## config.mk

```make
export PLATFORM = sky130hd
export DESIGN_NAME = rtcpit_top
export DESIGN_NICKNAME = d
export VERILOG_FILES = /design/src/include/rtcpit_pkg.sv /design/src/include/rtcpit_regbus_if.sv /design/src/hw/rtcpit_apb.sv /design/src/hw/rtcpit_srcgen.sv /design/src/hw/rtcpit_top.sv
export SDC_FILE = /design/constraint.sdc
export NUM_CORES = 1
export LEC_CHECK = 0
export ABC_AREA = 0
export BUFFER_PORTS_ARGS = -buffer_cell sky130_fd_sc_hd__buf_4
export CORE_MARGIN = 1
export CORE_UTILIZATION = 40
export CTS_CLUSTER_SIZE = 10
export DETAILED_ROUTE_END_ITERATION = 10
export GPL_TIMING_DRIVEN = 1
export HOLD_SLACK_MARGIN = 0.02
export PLACE_DENSITY = 0.71
export SETUP_SLACK_MARGIN = 0.1
export SYNTH_ARGS = -nofsm -noshare
export SYNTH_HDL_FRONTEND = slang
export SYNTH_SLANG_ARGS = --single-unit
```

## constraint.sdc

```tcl
create_clock -name mclk -period 3.3 [get_ports mclk]
set_input_delay 0.165 -clock mclk [delete_from_list [all_inputs] [get_ports mclk]]
set_output_delay 0.165 -clock mclk [all_outputs]
set_load 0.02 [all_outputs]
```

## src/include/rtcpit_pkg.sv

```systemverilog
// Constants for the real-time counter compare and periodic tick block.
// Assumes a 10 MHz mclk and APB with 32-bit data, one register per word.
`default_nettype none
package rtcpit_pkg;
    // ==========================================================
    // Clocking
    localparam int MCLK_HZ = 10000000;
    localparam int FAST_SRC_HZ = 32768;
    localparam int FAST_DIV_CYC = MCLK_HZ / FAST_SRC_HZ;
    localparam int SLOW_DIV_STEPS = 32;
    localparam int SYNC_TICKS = 2;

    // ==========================================================
    // Register indexes; byte address is four times the index
    localparam logic [4:0] IDX_INTCTRL = 5'h02;
    localparam logic [4:0] IDX_INTFLAGS = 5'h03;
    localparam logic [4:0] IDX_DEBUG = 5'h05;
    localparam logic [4:0] IDX_SRCSEL = 5'h07;
    localparam logic [4:0] IDX_TALLY_LO = 5'h08;
    localparam logic [4:0] IDX_TALLY_HI = 5'h09;
    localparam logic [4:0] IDX_MATCH_LO = 5'h0c;
    localparam logic [4:0] IDX_MATCH_HI = 5'h0d;
    localparam logic [4:0] IDX_TICK_CTRL = 5'h10;
    localparam logic [4:0] IDX_TICK_STAT = 5'h11;
    localparam logic [4:0] IDX_TICK_IEN = 5'h12;
    localparam logic [4:0] IDX_TICK_FLAG = 5'h13;

    // ==========================================================
    // Fields and reset values
    localparam int TICK_ON_BIT = 0;
    localparam int TICK_IVL_LSB = 3;
    localparam int TICK_IVL_MSB = 6;
    localparam int CMP_FLAG_BIT = 1;
    localparam logic [7:0] TICK_CTRL_MASK = 8'h79;
    localparam logic [7:0] TICK_CTRL_RST = 8'h00;
    localparam logic [15:0] MATCH_RST = 16'h0000;
    localparam logic [3:0] IVL_OFF = 4'h0;
    localparam logic [3:0] IVL_RESERVED = 4'hf;

    typedef enum logic [1:0] {
        RTCPIT_SRC_INT32K = 2'b00,
        RTCPIT_SRC_INT1K = 2'b01,
        RTCPIT_SRC_XTAL = 2'b10,
        RTCPIT_SRC_EXTPIN = 2'b11
    } rtcpit_src_t;
endpackage
`default_nettype wire

```

## src/include/rtcpit_regbus_if.sv

```systemverilog
// Byte-wide register port between the APB slave and the block core.
// Assumes one clock shared by both ends.
`timescale 1ns/10ps
`default_nettype none
interface rtcpit_regbus_if;
    logic wr;
    logic [4:0] idx;
    logic [7:0] wdata;
    logic [7:0] rdata;
    logic hit;
    modport slave_side (output wr, output idx, output wdata, input rdata, input hit);
    modport core_side (input wr, input idx, input wdata, output rdata, output hit);
endinterface
`default_nettype wire

```

## src/hw/rtcpit_apb.sv

```systemverilog
// APB slave front end: decodes word addresses into register indexes.
// Assumes the core answers hit and rdata combinationally from idx.
`timescale 1ns/10ps
`default_nettype none
module rtcpit_apb (
    input wire logic mclk, // Block clock
    input wire logic rst, // Synchronous reset, high
    input wire logic psel, // APB select
    input wire logic penable, // APB access phase
    input wire logic pwrite, // APB direction
    input wire logic [11:0] paddr, // APB byte address
    input wire logic [31:0] pwdata, // APB write data
    output logic [31:0] prdata, // APB read data
    output logic pready, // APB ready
    output logic pslverr, // APB error
    rtcpit_regbus_if.slave_side rb // Core register port
);
    logic in_range;
    logic setup;
    logic miss;

    // ==========================================================
    // Decode
    assign in_range = (paddr[11:7] == 5'h00);
    assign rb.idx = paddr[6:2];
    assign rb.wdata = pwdata[7:0];
    assign setup = psel & ~penable;
    assign rb.wr = psel & penable & pwrite & in_range & rb.hit;
    // Zero wait states: read data is captured during setup
    assign pready = 1'b1;
    assign pslverr = psel & penable & miss;

    always_ff @(posedge mclk) begin
        if (rst) begin
            prdata <= 32'h00000000;
            miss <= 1'b0;
        end else if (setup) begin
            prdata <= {24'h000000, (in_range & rb.hit) ? rb.rdata : 8'h00};
            miss <= ~(in_range & rb.hit);
        end
    end
endmodule // rtcpit_apb
`default_nettype wire

```

## src/hw/rtcpit_srcgen.sv

```systemverilog
// Slow clock enable generator: one-cycle pulses at the selected rate.
// Assumes crystal and external clock pins are synchronous to mclk.
`timescale 1ns/10ps
`default_nettype none
module rtcpit_srcgen (
    input wire logic mclk, // Block clock
    input wire logic rst, // Synchronous reset, high
    input wire logic [1:0] src_sel, // Source select
    input wire logic xtal_clk, // Crystal or external clock level
    input wire logic ext_clk, // External clock pin level
    output logic slow_tick // One pulse per slow clock cycle
);
    logic [8:0] fast_cnt;
    logic [4:0] slow_cnt;
    logic fast_tick;
    logic xtal_q;
    logic ext_q;
    logic xtal_rise;
    logic ext_rise;

    assign fast_tick = (fast_cnt == 9'(rtcpit_pkg::FAST_DIV_CYC - 1));
    assign xtal_rise = xtal_clk & ~xtal_q;
    assign ext_rise = ext_clk & ~ext_q;

    always_ff @(posedge mclk) begin
        if (rst) begin
            fast_cnt <= 9'h000;
            slow_cnt <= 5'h00;
            xtal_q <= 1'b0;
            ext_q <= 1'b0;
        end else begin
            fast_cnt <= fast_tick ? 9'h000 : fast_cnt + 9'h001;
            if (fast_tick) begin
                slow_cnt <= slow_cnt + 5'h01;
            end
            xtal_q <= xtal_clk;
            ext_q <= ext_clk;
        end
    end

    always_comb begin
        unique case (rtcpit_pkg::rtcpit_src_t'(src_sel))
            rtcpit_pkg::RTCPIT_SRC_INT32K: slow_tick = fast_tick;
            // 1.024 kHz is the 32.768 kHz rate divided by 32
            rtcpit_pkg::RTCPIT_SRC_INT1K: slow_tick = fast_tick
                & (slow_cnt == 5'(rtcpit_pkg::SLOW_DIV_STEPS - 1));
            rtcpit_pkg::RTCPIT_SRC_XTAL: slow_tick = xtal_rise;
            rtcpit_pkg::RTCPIT_SRC_EXTPIN: slow_tick = ext_rise;
        endcase
    end
endmodule // rtcpit_srcgen
`default_nettype wire

```

## src/hw/rtcpit_top.sv

```systemverilog
// Real-time counter compare match and periodic tick timer with APB registers.
// Assumes synchronous pin inputs and a 10 MHz mclk; one clock domain only.
//
// Our own choice: register access over APB.
`timescale 1ns/10ps
`default_nettype none
module rtcpit_top (
    input wire logic mclk, // Block clock, 10 MHz
    input wire logic rst, // Synchronous reset, high
    input wire logic psel, // APB select
    input wire logic penable, // APB access phase
    input wire logic pwrite, // APB direction
    input wire logic [11:0] paddr, // APB byte address
    input wire logic [31:0] pwdata, // APB write data
    output logic [31:0] prdata, // APB read data
    output logic pready, // APB ready
    output logic pslverr, // APB error
    input wire logic cpu_halted, // CPU stopped in break debug
    input wire logic xtal_clk, // Crystal or external clock level
    input wire logic ext_clk, // External clock pin level
    output logic tick_irq, // Periodic interrupt request
    output logic irq // Combined interrupt, level
);
    rtcpit_regbus_if rb ();

    logic [15:0] match_value;
    logic [15:0] rtc_tally;
    logic [7:0] tick_control;
    logic [7:0] tick_applied;
    logic tick_sync_pending;
    logic [1:0] sync_cnt;
    logic tick_irq_enable;
    logic periodic_irq_flag;
    logic cmp_irq_enable;
    logic cmp_irq_flag;
    logic run_while_halted;
    logic [1:0] slow_clock_source;
    logic [14:0] pit_cnt;
    logic slow_tick;
    logic run_en;
    logic rtc_en;
    logic [3:0] ivl;
    logic ivl_valid;
    logic [14:0] ivl_last;
    logic pit_event;
    logic cmp_event;
    logic wr_match_lo;
    logic wr_match_hi;
    logic wr_ctrl;
    logic wr_ien;
    logic wr_flag;
    logic wr_intctrl;
    logic wr_intflags;
    logic wr_debug;
    logic wr_srcsel;
    logic sync_done;

    // ==========================================================
    // Bus front end and slow clock source
    rtcpit_apb u_apb (
        .mclk(mclk),
        .rst(rst),
        .psel(psel),
        .penable(penable),
        .pwrite(pwrite),
        .paddr(paddr),
        .pwdata(pwdata),
        .prdata(prdata),
        .pready(pready),
        .pslverr(pslverr),
        .rb(rb.slave_side)
    );

    rtcpit_srcgen u_srcgen (
        .mclk(mclk),
        .rst(rst),
        .src_sel(slow_clock_source),
        .xtal_clk(xtal_clk),
        .ext_clk(ext_clk),
        .slow_tick(slow_tick)
    );

    // ==========================================================
    // Write decode
    assign wr_match_lo = rb.wr & (rb.idx == rtcpit_pkg::IDX_MATCH_LO);
    assign wr_match_hi = rb.wr & (rb.idx == rtcpit_pkg::IDX_MATCH_HI);
    assign wr_ctrl = rb.wr & (rb.idx == rtcpit_pkg::IDX_TICK_CTRL);
    assign wr_ien = rb.wr & (rb.idx == rtcpit_pkg::IDX_TICK_IEN);
    assign wr_flag = rb.wr & (rb.idx == rtcpit_pkg::IDX_TICK_FLAG);
    assign wr_intctrl = rb.wr & (rb.idx == rtcpit_pkg::IDX_INTCTRL);
    assign wr_intflags = rb.wr & (rb.idx == rtcpit_pkg::IDX_INTFLAGS);
    assign wr_debug = rb.wr & (rb.idx == rtcpit_pkg::IDX_DEBUG);
    assign wr_srcsel = rb.wr & (rb.idx == rtcpit_pkg::IDX_SRCSEL);

    // ==========================================================
    // Timing enables
    assign run_en = ~cpu_halted | run_while_halted;
    assign rtc_en = slow_tick & run_en;
    assign ivl = tick_applied[rtcpit_pkg::TICK_IVL_MSB:rtcpit_pkg::TICK_IVL_LSB];
    assign ivl_valid = (ivl != rtcpit_pkg::IVL_OFF) & (ivl != rtcpit_pkg::IVL_RESERVED);
    // Interval is 2^(code+1) slow cycles
    assign ivl_last = 15'((17'h00001 << (ivl + 4'h1)) - 17'h00001);
    assign pit_event = rtc_en & tick_applied[rtcpit_pkg::TICK_ON_BIT] & ivl_valid
        & (pit_cnt == ivl_last);
    assign cmp_event = rtc_en & (rtc_tally == match_value);
    assign sync_done = tick_sync_pending & slow_tick
        & (sync_cnt == 2'(rtcpit_pkg::SYNC_TICKS - 1));

    // ==========================================================
    // Software registers
    always_ff @(posedge mclk) begin
        if (rst) begin
            match_value <= rtcpit_pkg::MATCH_RST;
            tick_control <= rtcpit_pkg::TICK_CTRL_RST;
            tick_irq_enable <= 1'b0;
            cmp_irq_enable <= 1'b0;
            run_while_halted <= 1'b0;
            slow_clock_source <= 2'b00;
        end else begin
            if (wr_match_lo) begin
                match_value[7:0] <= rb.wdata;
            end
            if (wr_match_hi) begin
                match_value[15:8] <= rb.wdata;
            end
            if (wr_ctrl) begin
                tick_control <= rb.wdata & rtcpit_pkg::TICK_CTRL_MASK;
            end
            if (wr_ien) begin
                tick_irq_enable <= rb.wdata[0];
            end
            if (wr_intctrl) begin
                cmp_irq_enable <= rb.wdata[rtcpit_pkg::CMP_FLAG_BIT];
            end
            if (wr_debug) begin
                run_while_halted <= rb.wdata[0];
            end
            if (wr_srcsel) begin
                slow_clock_source <= rb.wdata[1:0];
            end
        end
    end

    // ==========================================================
    // Control transfer into the slow domain
    // A new write restarts the count, so the last value always lands
    always_ff @(posedge mclk) begin
        if (rst) begin
            tick_sync_pending <= 1'b0;
            sync_cnt <= 2'b00;
            tick_applied <= rtcpit_pkg::TICK_CTRL_RST;
        end else if (wr_ctrl) begin
            tick_sync_pending <= 1'b1;
            sync_cnt <= 2'b00;
        end else if (sync_done) begin
            tick_sync_pending <= 1'b0;
            tick_applied <= tick_control;
        end else if (tick_sync_pending & slow_tick) begin
            sync_cnt <= sync_cnt + 2'b01;
        end
    end

    // ==========================================================
    // Tally and periodic interval counter
    always_ff @(posedge mclk) begin
        if (rst) begin
            rtc_tally <= 16'h0000;
            pit_cnt <= 15'h0000;
        end else begin
            if (rtc_en) begin
                rtc_tally <= rtc_tally + 16'h0001;
            end
            if (sync_done | ~tick_applied[rtcpit_pkg::TICK_ON_BIT]) begin
                pit_cnt <= 15'h0000;
            end else if (rtc_en) begin
                pit_cnt <= (pit_cnt == ivl_last) ? 15'h0000 : pit_cnt + 15'h0001;
            end
        end
    end

    // ==========================================================
    // Sticky flags: a new event wins over a clear in the same cycle
    always_ff @(posedge mclk) begin
        if (rst) begin
            periodic_irq_flag <= 1'b0;
            cmp_irq_flag <= 1'b0;
        end else begin
            if (pit_event) begin
                periodic_irq_flag <= 1'b1;
            end else if (wr_flag & rb.wdata[0]) begin
                periodic_irq_flag <= 1'b0;
            end
            if (cmp_event) begin
                cmp_irq_flag <= 1'b1;
            end else if (wr_intflags & rb.wdata[rtcpit_pkg::CMP_FLAG_BIT]) begin
                cmp_irq_flag <= 1'b0;
            end
        end
    end

    assign tick_irq = periodic_irq_flag & tick_irq_enable;
    assign irq = tick_irq | (cmp_irq_flag & cmp_irq_enable);

    // ==========================================================
    // Read decode
    always_comb begin
        rb.hit = 1'b1;
        unique case (rb.idx)
            rtcpit_pkg::IDX_INTCTRL: rb.rdata = {6'h00, cmp_irq_enable, 1'b0};
            rtcpit_pkg::IDX_INTFLAGS: rb.rdata = {6'h00, cmp_irq_flag, 1'b0};
            rtcpit_pkg::IDX_DEBUG: rb.rdata = {7'h00, run_while_halted};
            rtcpit_pkg::IDX_SRCSEL: rb.rdata = {6'h00, slow_clock_source};
            rtcpit_pkg::IDX_TALLY_LO: rb.rdata = rtc_tally[7:0];
            rtcpit_pkg::IDX_TALLY_HI: rb.rdata = rtc_tally[15:8];
            rtcpit_pkg::IDX_MATCH_LO: rb.rdata = match_value[7:0];
            rtcpit_pkg::IDX_MATCH_HI: rb.rdata = match_value[15:8];
            rtcpit_pkg::IDX_TICK_CTRL: rb.rdata = tick_control;
            rtcpit_pkg::IDX_TICK_STAT: rb.rdata = {7'h00, tick_sync_pending};
            rtcpit_pkg::IDX_TICK_IEN: rb.rdata = {7'h00, tick_irq_enable};
            rtcpit_pkg::IDX_TICK_FLAG: rb.rdata = {7'h00, periodic_irq_flag};
            default: begin
                rb.rdata = 8'h00;
                rb.hit = 1'b0;
            end
        endcase
    end
endmodule // rtcpit_top
`default_nettype wire

```

==> results of run 1 <==
[cells in the mapped netlist, types with 3 or more instances]
cell type  number
a31oi_1        10
o21ai_0        13
nor3b_1         3
mux2i_1        33
a21o_1          3
nor2b_1        11
clkbuf_1       24
and2_1          7
buf_1           3
xor2_1         27
nand3_1        33
and3_1          9
or4b_1          3
nand2b_1        7
or3_1           3
a222oi_1        4
inv_1          11
nand4_1        16
xnor2_1        28
and4_1          4
nor4b_2         3
a21oi_1        19
nor2_1         88
a22oi_1        20
nor4_1          7
buf_2           9
ha_1           13
buf_4          25
a211oi_1        3
nor3_1         18
dfxtp_1        92
nand2_1        59
[registers in the layout, indices dropped and copies added (netlist names), 2 cells and up]
signal / count
slow_clock_source: 2
sync_cnt: 2
pit_cnt: 15
u_srcgen.fast_cnt: 9
match_value: 16
tick_applied: 5
rtc_tally: 16
tick_control: 5
u_srcgen.slow_cnt: 5
u_apb.prdata: 8
[path summary, 6_finish.rpt]
check	endpoint	cells past startpoint	slack [ns]	from
max	pit_cnt[13]	10	0.35	tick_applied[5]
min	u_srcgen.ext_q	2	0.04	ext_clk
max reg2reg	pit_cnt[13]	10	0.35	tick_applied[5]
min reg2reg	tick_applied[0]	2	0.49	tick_applied[0]
[layout make-up]
type	instances	area share (%)
clock buffers	10	3.85
flip-flops and latches	92	31.0
well taps	172	3.62
multi-input cells	507	53.8
inverters	11	0.694
clock inverters	6	0.779
repair buffers	50	6.31
[placed cells by master (no fill, tap or decap), drive strengths merged, types with 3 or more instances in the layout]
cell,instances
nand2b,7
ha,13
xnor2,28
nor3b,3
mux2i,33
xor2,27
clkbuf,10
or3,3
and4,4
a21oi,19
and3,9
inv,14
nand2,59
nand4,17
nor2,88
nand3,33
a211oi,3
a2111oi,3
buf,50
nor4b,5
conb,25
nor2b,11
a31oi,10
a21o,3
a222oi,4
or4b,3
a22oi,21
o21ai,13
nor4,7
and2,7
dfxtp,92
nor3,18
[what timing repair did]
action	4_1_cts	5_1_grt
gates resized for setup	0	1
hold endpoints to repair	0	0
setup endpoints to repair	0	6
[through the flow]
stage	utilization, %	instances
global placement	44.2	832
finish	46.4	848
global route	46.4	848
floorplan	-	674
CTS	46.3	848
detailed placement	44.2	832
[power by group through the flow]
stage	clock, mW	sequential (mW)	combinational, mW
after floorplan	0	1.14	0.0882
after global placement	0	1.15	0.100
after detailed placement	0	1.15	0.103
after CTS	0.993	1.12	0.103
after global routing	1.03	1.12	0.113
final	0.963	1.12	0.103
[layer usage]
metal,GRT usage (%),up-vias
met5,0,-
met4,6.57,0
met3,4.94,13
met2,31.4,108
met1,22.2,2152
li1,-,2277
[cell families (layout without fill, tap and decap cells)]
kind of cell | count (synthesis) | after routing | synth area share (%)
DFF | 92 | 92 | 34.4
and+or+nand+nor | 287 | 287 | 27.3
other | 2 | 25 | 0.140
muxes | 33 | 33 | 6.17
AOI/OAI and AO/OA | 93 | 93 | 12.0
adders and majority gates | 13 | 13 | 3.04
xor gates and xnor gates | 56 | 56 | 9.42
buffers and inverters | 75 | 77 | 7.53
==> flow_summary.yaml, run 1 <==
timing:
  clock.fmax_ghz: 0.339
  slew_headroom_pct: 26.1
  finalSetupTns_ns: 0
  finalHoldViolCount: 0
  worst_pin_slew_ns: 1.10
  finClkSkew_ns: 0.00836
  fin_ws_ns: 0.351
  setup_violations: 0
  slew_violations: 0
  rsz0062_at_grt: "false"
  finalCritPeriodShare_pct: 89.4
  holdWs_ns: 0.0422
  fin_crit_ns: 2.95
cells_and_area:
  syn_to_final_growth_pct: 11.1
  nets: 736
  seqCellArea_um2: 1840
  final_cell_area_um2: 5950
  multi_input_area_um2: 3200
  antenna_cells: 0
  n_fill_cell: 1306
  layout-drive-gt1-share_pct: 11.2
drt:
  drt-pass1-iter-count: 5
  ant_nets: 0
  route.met3.wl_um: 593
  wl_met1_um: 5440
  route.detailed.drc: 0
  first_iter_violations: 294
  num_vias: 4550
  wl_met2_um: 6150
  vias_per_cell: 5.37
  wl_um: 12300
  top_layer: "met4"
  wl_per_cell_um: 14.5
status:
  status: "finished, final reports clean"
clocking:
  clk_pin_slew_worst_paths_ns: 0.07
  clk_latency_ns: 0.35
  cts.path.max_buffers: 2
  holdBufCountCts: 0
  tritoncts: "yes"
  cts-root-buf: "clkbuf_16"
  postCtsSetupRepairBufs: 0
  cts_inserted_buffers: 9
  cts.sinks: 92
  cts-htree-levels: 3
floorplan:
  die_w_um: 118
  die_area_um2: 13800
  initial_core_util_pct: 41.7
  coreArea_um2: 12800
  die_h_um: 118
  num_io_pins: 88
  rows: 41
worst_setup_path:
  crit_path_end_kind: "flip-flop"
  worstSetupPathType: "reg -> reg"
  worst-endpoint-required_ns: 3.51
  cp_max_fo: 21
  crit_buf_inv: 3
  worst_setup_path_start_kind: "flip-flop"
  slowest_delay_ns: 0.40
  worstPathArrival_ns: 3.16
  path_cells: "buf_4 > inv_1 > ha_1 > xnor3_1 > or3_1 > a2111oi_2 > nand4_2 > buf_4 > a31oi_1 > a21oi_1"
  cpMaxStageDelayCell: "dfxtp_1"
  cp_common_cell: "buf_4"
  crit_family: "compound AO/OA/AOI/OAI gates"
yosys:
  seq_area_frac_synth_pct: 34.4
  synth_flop_cell: "dfxtp_1"
  synth.avg_cell_area_um2: 8.22
  syn_area_um2: 5350
  yosys.area.top_type: "dfxtp_1"
  synthCells: 651
  synth_top_area_share_pct: 34.4
  synth_edf_count: 0
  synth.area.top_cells: "dfxtp_1, mux2i_1, nor2_1"
  yosys.cell_types.count: 64
  ys_warn_count: 0
  synthArstFlopShare_pct: 0
  synth_seq_cells: 92
hold_path:
  min_path_type: "in -> reg"
global_route:
  grt_start_max_net_pins: 72
  track_usage_pct: 18.4
  grt_pass1_vias: 4342
  grt.overflow.total: 0
  antenna_found_initial: 0
  grt_pass1_wl_um: 20700
pwr:
  vdd_ir_drop_max_mv: 0.424
  swShare_pct: 23.8
  p_per_area_nw_per_um2: 368
  seq_power_share_pct: 51.3
  p_sw_mw: 0.520
  intPower_mw: 1.67
  power_frac_clock_pct: 44.0
  power_mw: 2.19
  p_comb_share_pct: 4.7
  leakage_nw: 2.28
place:
  globalplace.congestion: 0.885
  dp_slack_ns: 0.316
  io_buffers: 36
  place_hpwl_um: 8920
  place_area_um2: 5670
job:
  drv_cap: 0
No activity file was read; power rests on OpenSTA's default activity.
==> run 2: changes to the inputs <==
--- a/config.mk
+++ b/config.mk
@@ -13,7 +13,7 @@
 export DETAILED_ROUTE_END_ITERATION = 10
 export GPL_TIMING_DRIVEN = 1
 export HOLD_SLACK_MARGIN = 0.02
-export PLACE_DENSITY = 0.71
+export PLACE_DENSITY = 0.57
 export SETUP_SLACK_MARGIN = 0.1
 export SYNTH_ARGS = -nofsm -noshare
 export SYNTH_HDL_FRONTEND = slang
==> flow_summary.yaml, run 2 (synthesized netlist as in run 1, its figures left out) <==
cells_and_area:
  antenna_cells: 0
  nets: 735
  final_cell_mix: "dfxtp_1, nor2_1, nand2_1, buf_4"
  fin_util_pct: 46.3
  layout-drive-gt1-share_pct: 11.1
  syn_to_final_growth_pct: 11.0
  top_regs: "match_value: 16 flops, rtc_tally: 16 flops, pit_cnt: 15 flops"
  final_common_cell: "dfxtp_1"
place:
  place_hpwl_um: 9110
  globalplace.congestion: 0.875
  io_buffers: 36
global_route:
  antenna_found_initial: 0
  track_usage_pct: 18.9
  grt_pass1_vias: 4349
  grt.overflow.total: 0
  grt_pass1_wl_um: 21300
  grt_start_max_net_pins: 38
clocking:
  cts-htree-levels: 3
  clk_pin_slew_worst_paths_ns: 0.06
  holdBufCountCts: 0
  cts_inserted_buffers: 9
  cts.sinks: 92
  clk_latency_ns: 0.34
  cts.path.max_buffers: 2
  cts-root-buf: "clkbuf_16"
  tritoncts: "yes"
worst_setup_path:
  rrSetupSlack_ns: 0.40
  crit_path_end_kind: "flip-flop"
  worstPathArrival_ns: 3.17
  r2r-start: "tick_applied[5]"
  cp.depth: 10
  worst_setup_path_start_kind: "flip-flop"
  crit_family: "simple AND/OR/NAND/NOR gates"
  cp_max_fo: 24
  worst-endpoint-required_ns: 3.57
  reg2regPathDepth: 10
  cpMaxStageDelayCell: "or4b_1"
  worstSetupPathType: "reg -> reg"
  slowest_delay_ns: 0.46
  path_cells: "nand4_1 > ha_2 > nor4b_1 > nor4_1 > nor4bb_1 > a2111oi_2 > nand4_2 > buf_4 > or4b_1 > a31oi_1"
  rr_endpoint: "pit_cnt[11]"
  crit_buf_inv: 1
timing:
  finClkSkew_ns: 0.00621
  worst_pin_slew_ns: 1.13
  clock.fmax_ghz: 0.344
  slew_headroom_pct: 24.1
  rsz0062_at_grt: "false"
  slew_violations: 0
  setup_violations: 0
  finalCritPeriodShare_pct: 88.0
  finalHoldViolCount: 0
  finalSetupTns_ns: 0
  fin_crit_ns: 2.90
drt:
  wl_per_cell_um: 14.8
  route.detailed.drc: 0
  first_iter_violations: 344
  vias_per_cell: 5.38
  wl_um: 12500
  drt-pass1-iter-count: 6
  ant_nets: 0
  num_vias: 4561
floorplan:
  die_area_um2: 13800
  die_w_um: 118
  initial_core_util_pct: 41.7
  die_h_um: 118
  coreArea_um2: 12800
  num_io_pins: 88
  rows: 41
status:
  status: "finished, final reports clean"
pwr:
  vdd_ir_drop_max_mv: 0.268
  power_mw: 2.21
  p_per_area_nw_per_um2: 371
  leakage_nw: 2.29
hold_path:
  min_from: "xtal_clk"
  min_path_type: "in -> reg"
  hold_end: "u_srcgen.xtal_q"
  hold_path_depth: 2
job:
  drv_cap: 0
==> run 2: cell types whose count changed in the layout (fill, tap and decap cells not counted), sizes merged <==
cell	delta
inv	-3
clkinv	+2
clkbuf	+2
clkinvlp	-1
buf	-1
==> run 2: worst max-delay path by stage <==
stage                         start     endpoint  slack (ns)
finish              tick_applied[5]  pit_cnt[11]        0.40
global route        tick_applied[5]  pit_cnt[11]        0.19
CTS                 tick_applied[5]  pit_cnt[11]        0.27
detailed placement  tick_applied[5]  pit_cnt[11]        0.28
global placement    tick_applied[5]  pit_cnt[11]        0.36
floorplan           tick_applied[6]  pit_cnt[13]        0.32
==> run 2: where the power goes <==
group | total, mW | switching [mW] | internal [mW] | leakage, nW
Clock | 0.983 | 0.433 | 0.550 | 0.142
Sequential | 1.12 | 0.00518 | 1.12 | 0.742
Combinational | 0.105 | 0.0708 | 0.0339 | 1.40
Total | 2.21 | 0.509 | 1.70 | 2.29
==> run 2: per-layer routing <==
| metal | routed length [um] | GRT usage, % | vias to the layer above |
|---|---|---|---|
| met5 | 0 | 0 | - |
| met4 | 205 | 7.37 | 0 |
| met3 | 637 | 3.78 | 16 |
| met2 | 6060 | 31.9 | 120 |
| met1 | 5640 | 23.6 | 2147 |
| li1 | - | - | 2278 |
==> run 2: worst register-to-register path: cells and delay by family, from the launching register on <==
family                     cells  cell delay, ns
and+or+nand+nor                6            1.62
adders and majority gates      1            0.38
DFF                            1            0.35
buffers and inverters          1            0.26
AOI/OAI and AO/OA              2            0.21
==> run 2: through the flow <==
| step | worst slack, ns | cell area [um2] | hold slack [ns] | instances |
|---|---|---|---|---|
| floorplan | 0.322 | 5440 | 0.293 | 674 |
| global placement | 0.365 | 5660 | 0.388 | 831 |
| detailed placement | 0.276 | 5660 | 0.391 | 831 |
| CTS | 0.268 | 5940 | 0.0227 | 847 |
| global route | 0.185 | 5940 | 0.0591 | 847 |
| finish | 0.395 | 5940 | 0.0366 | 847 |
==> run 2: final cells by class <==
cell class | count | area (um2)
clock inverters | 4 | 23.8
well taps | 172 | 215
flip-flops and latches | 92 | 1840
repair buffers | 49 | 368
multi-input cells | 507 | 3200
fillers | 1312 | 6880
inverters | 11 | 41.3
clock buffers | 12 | 256
==> run 2: repair_timing <==
action / 4_1_cts / 5_1_grt
buffers inserted: 0 / 0
gates resized for setup: 0 / 1
setup endpoints to repair: 0 / 1
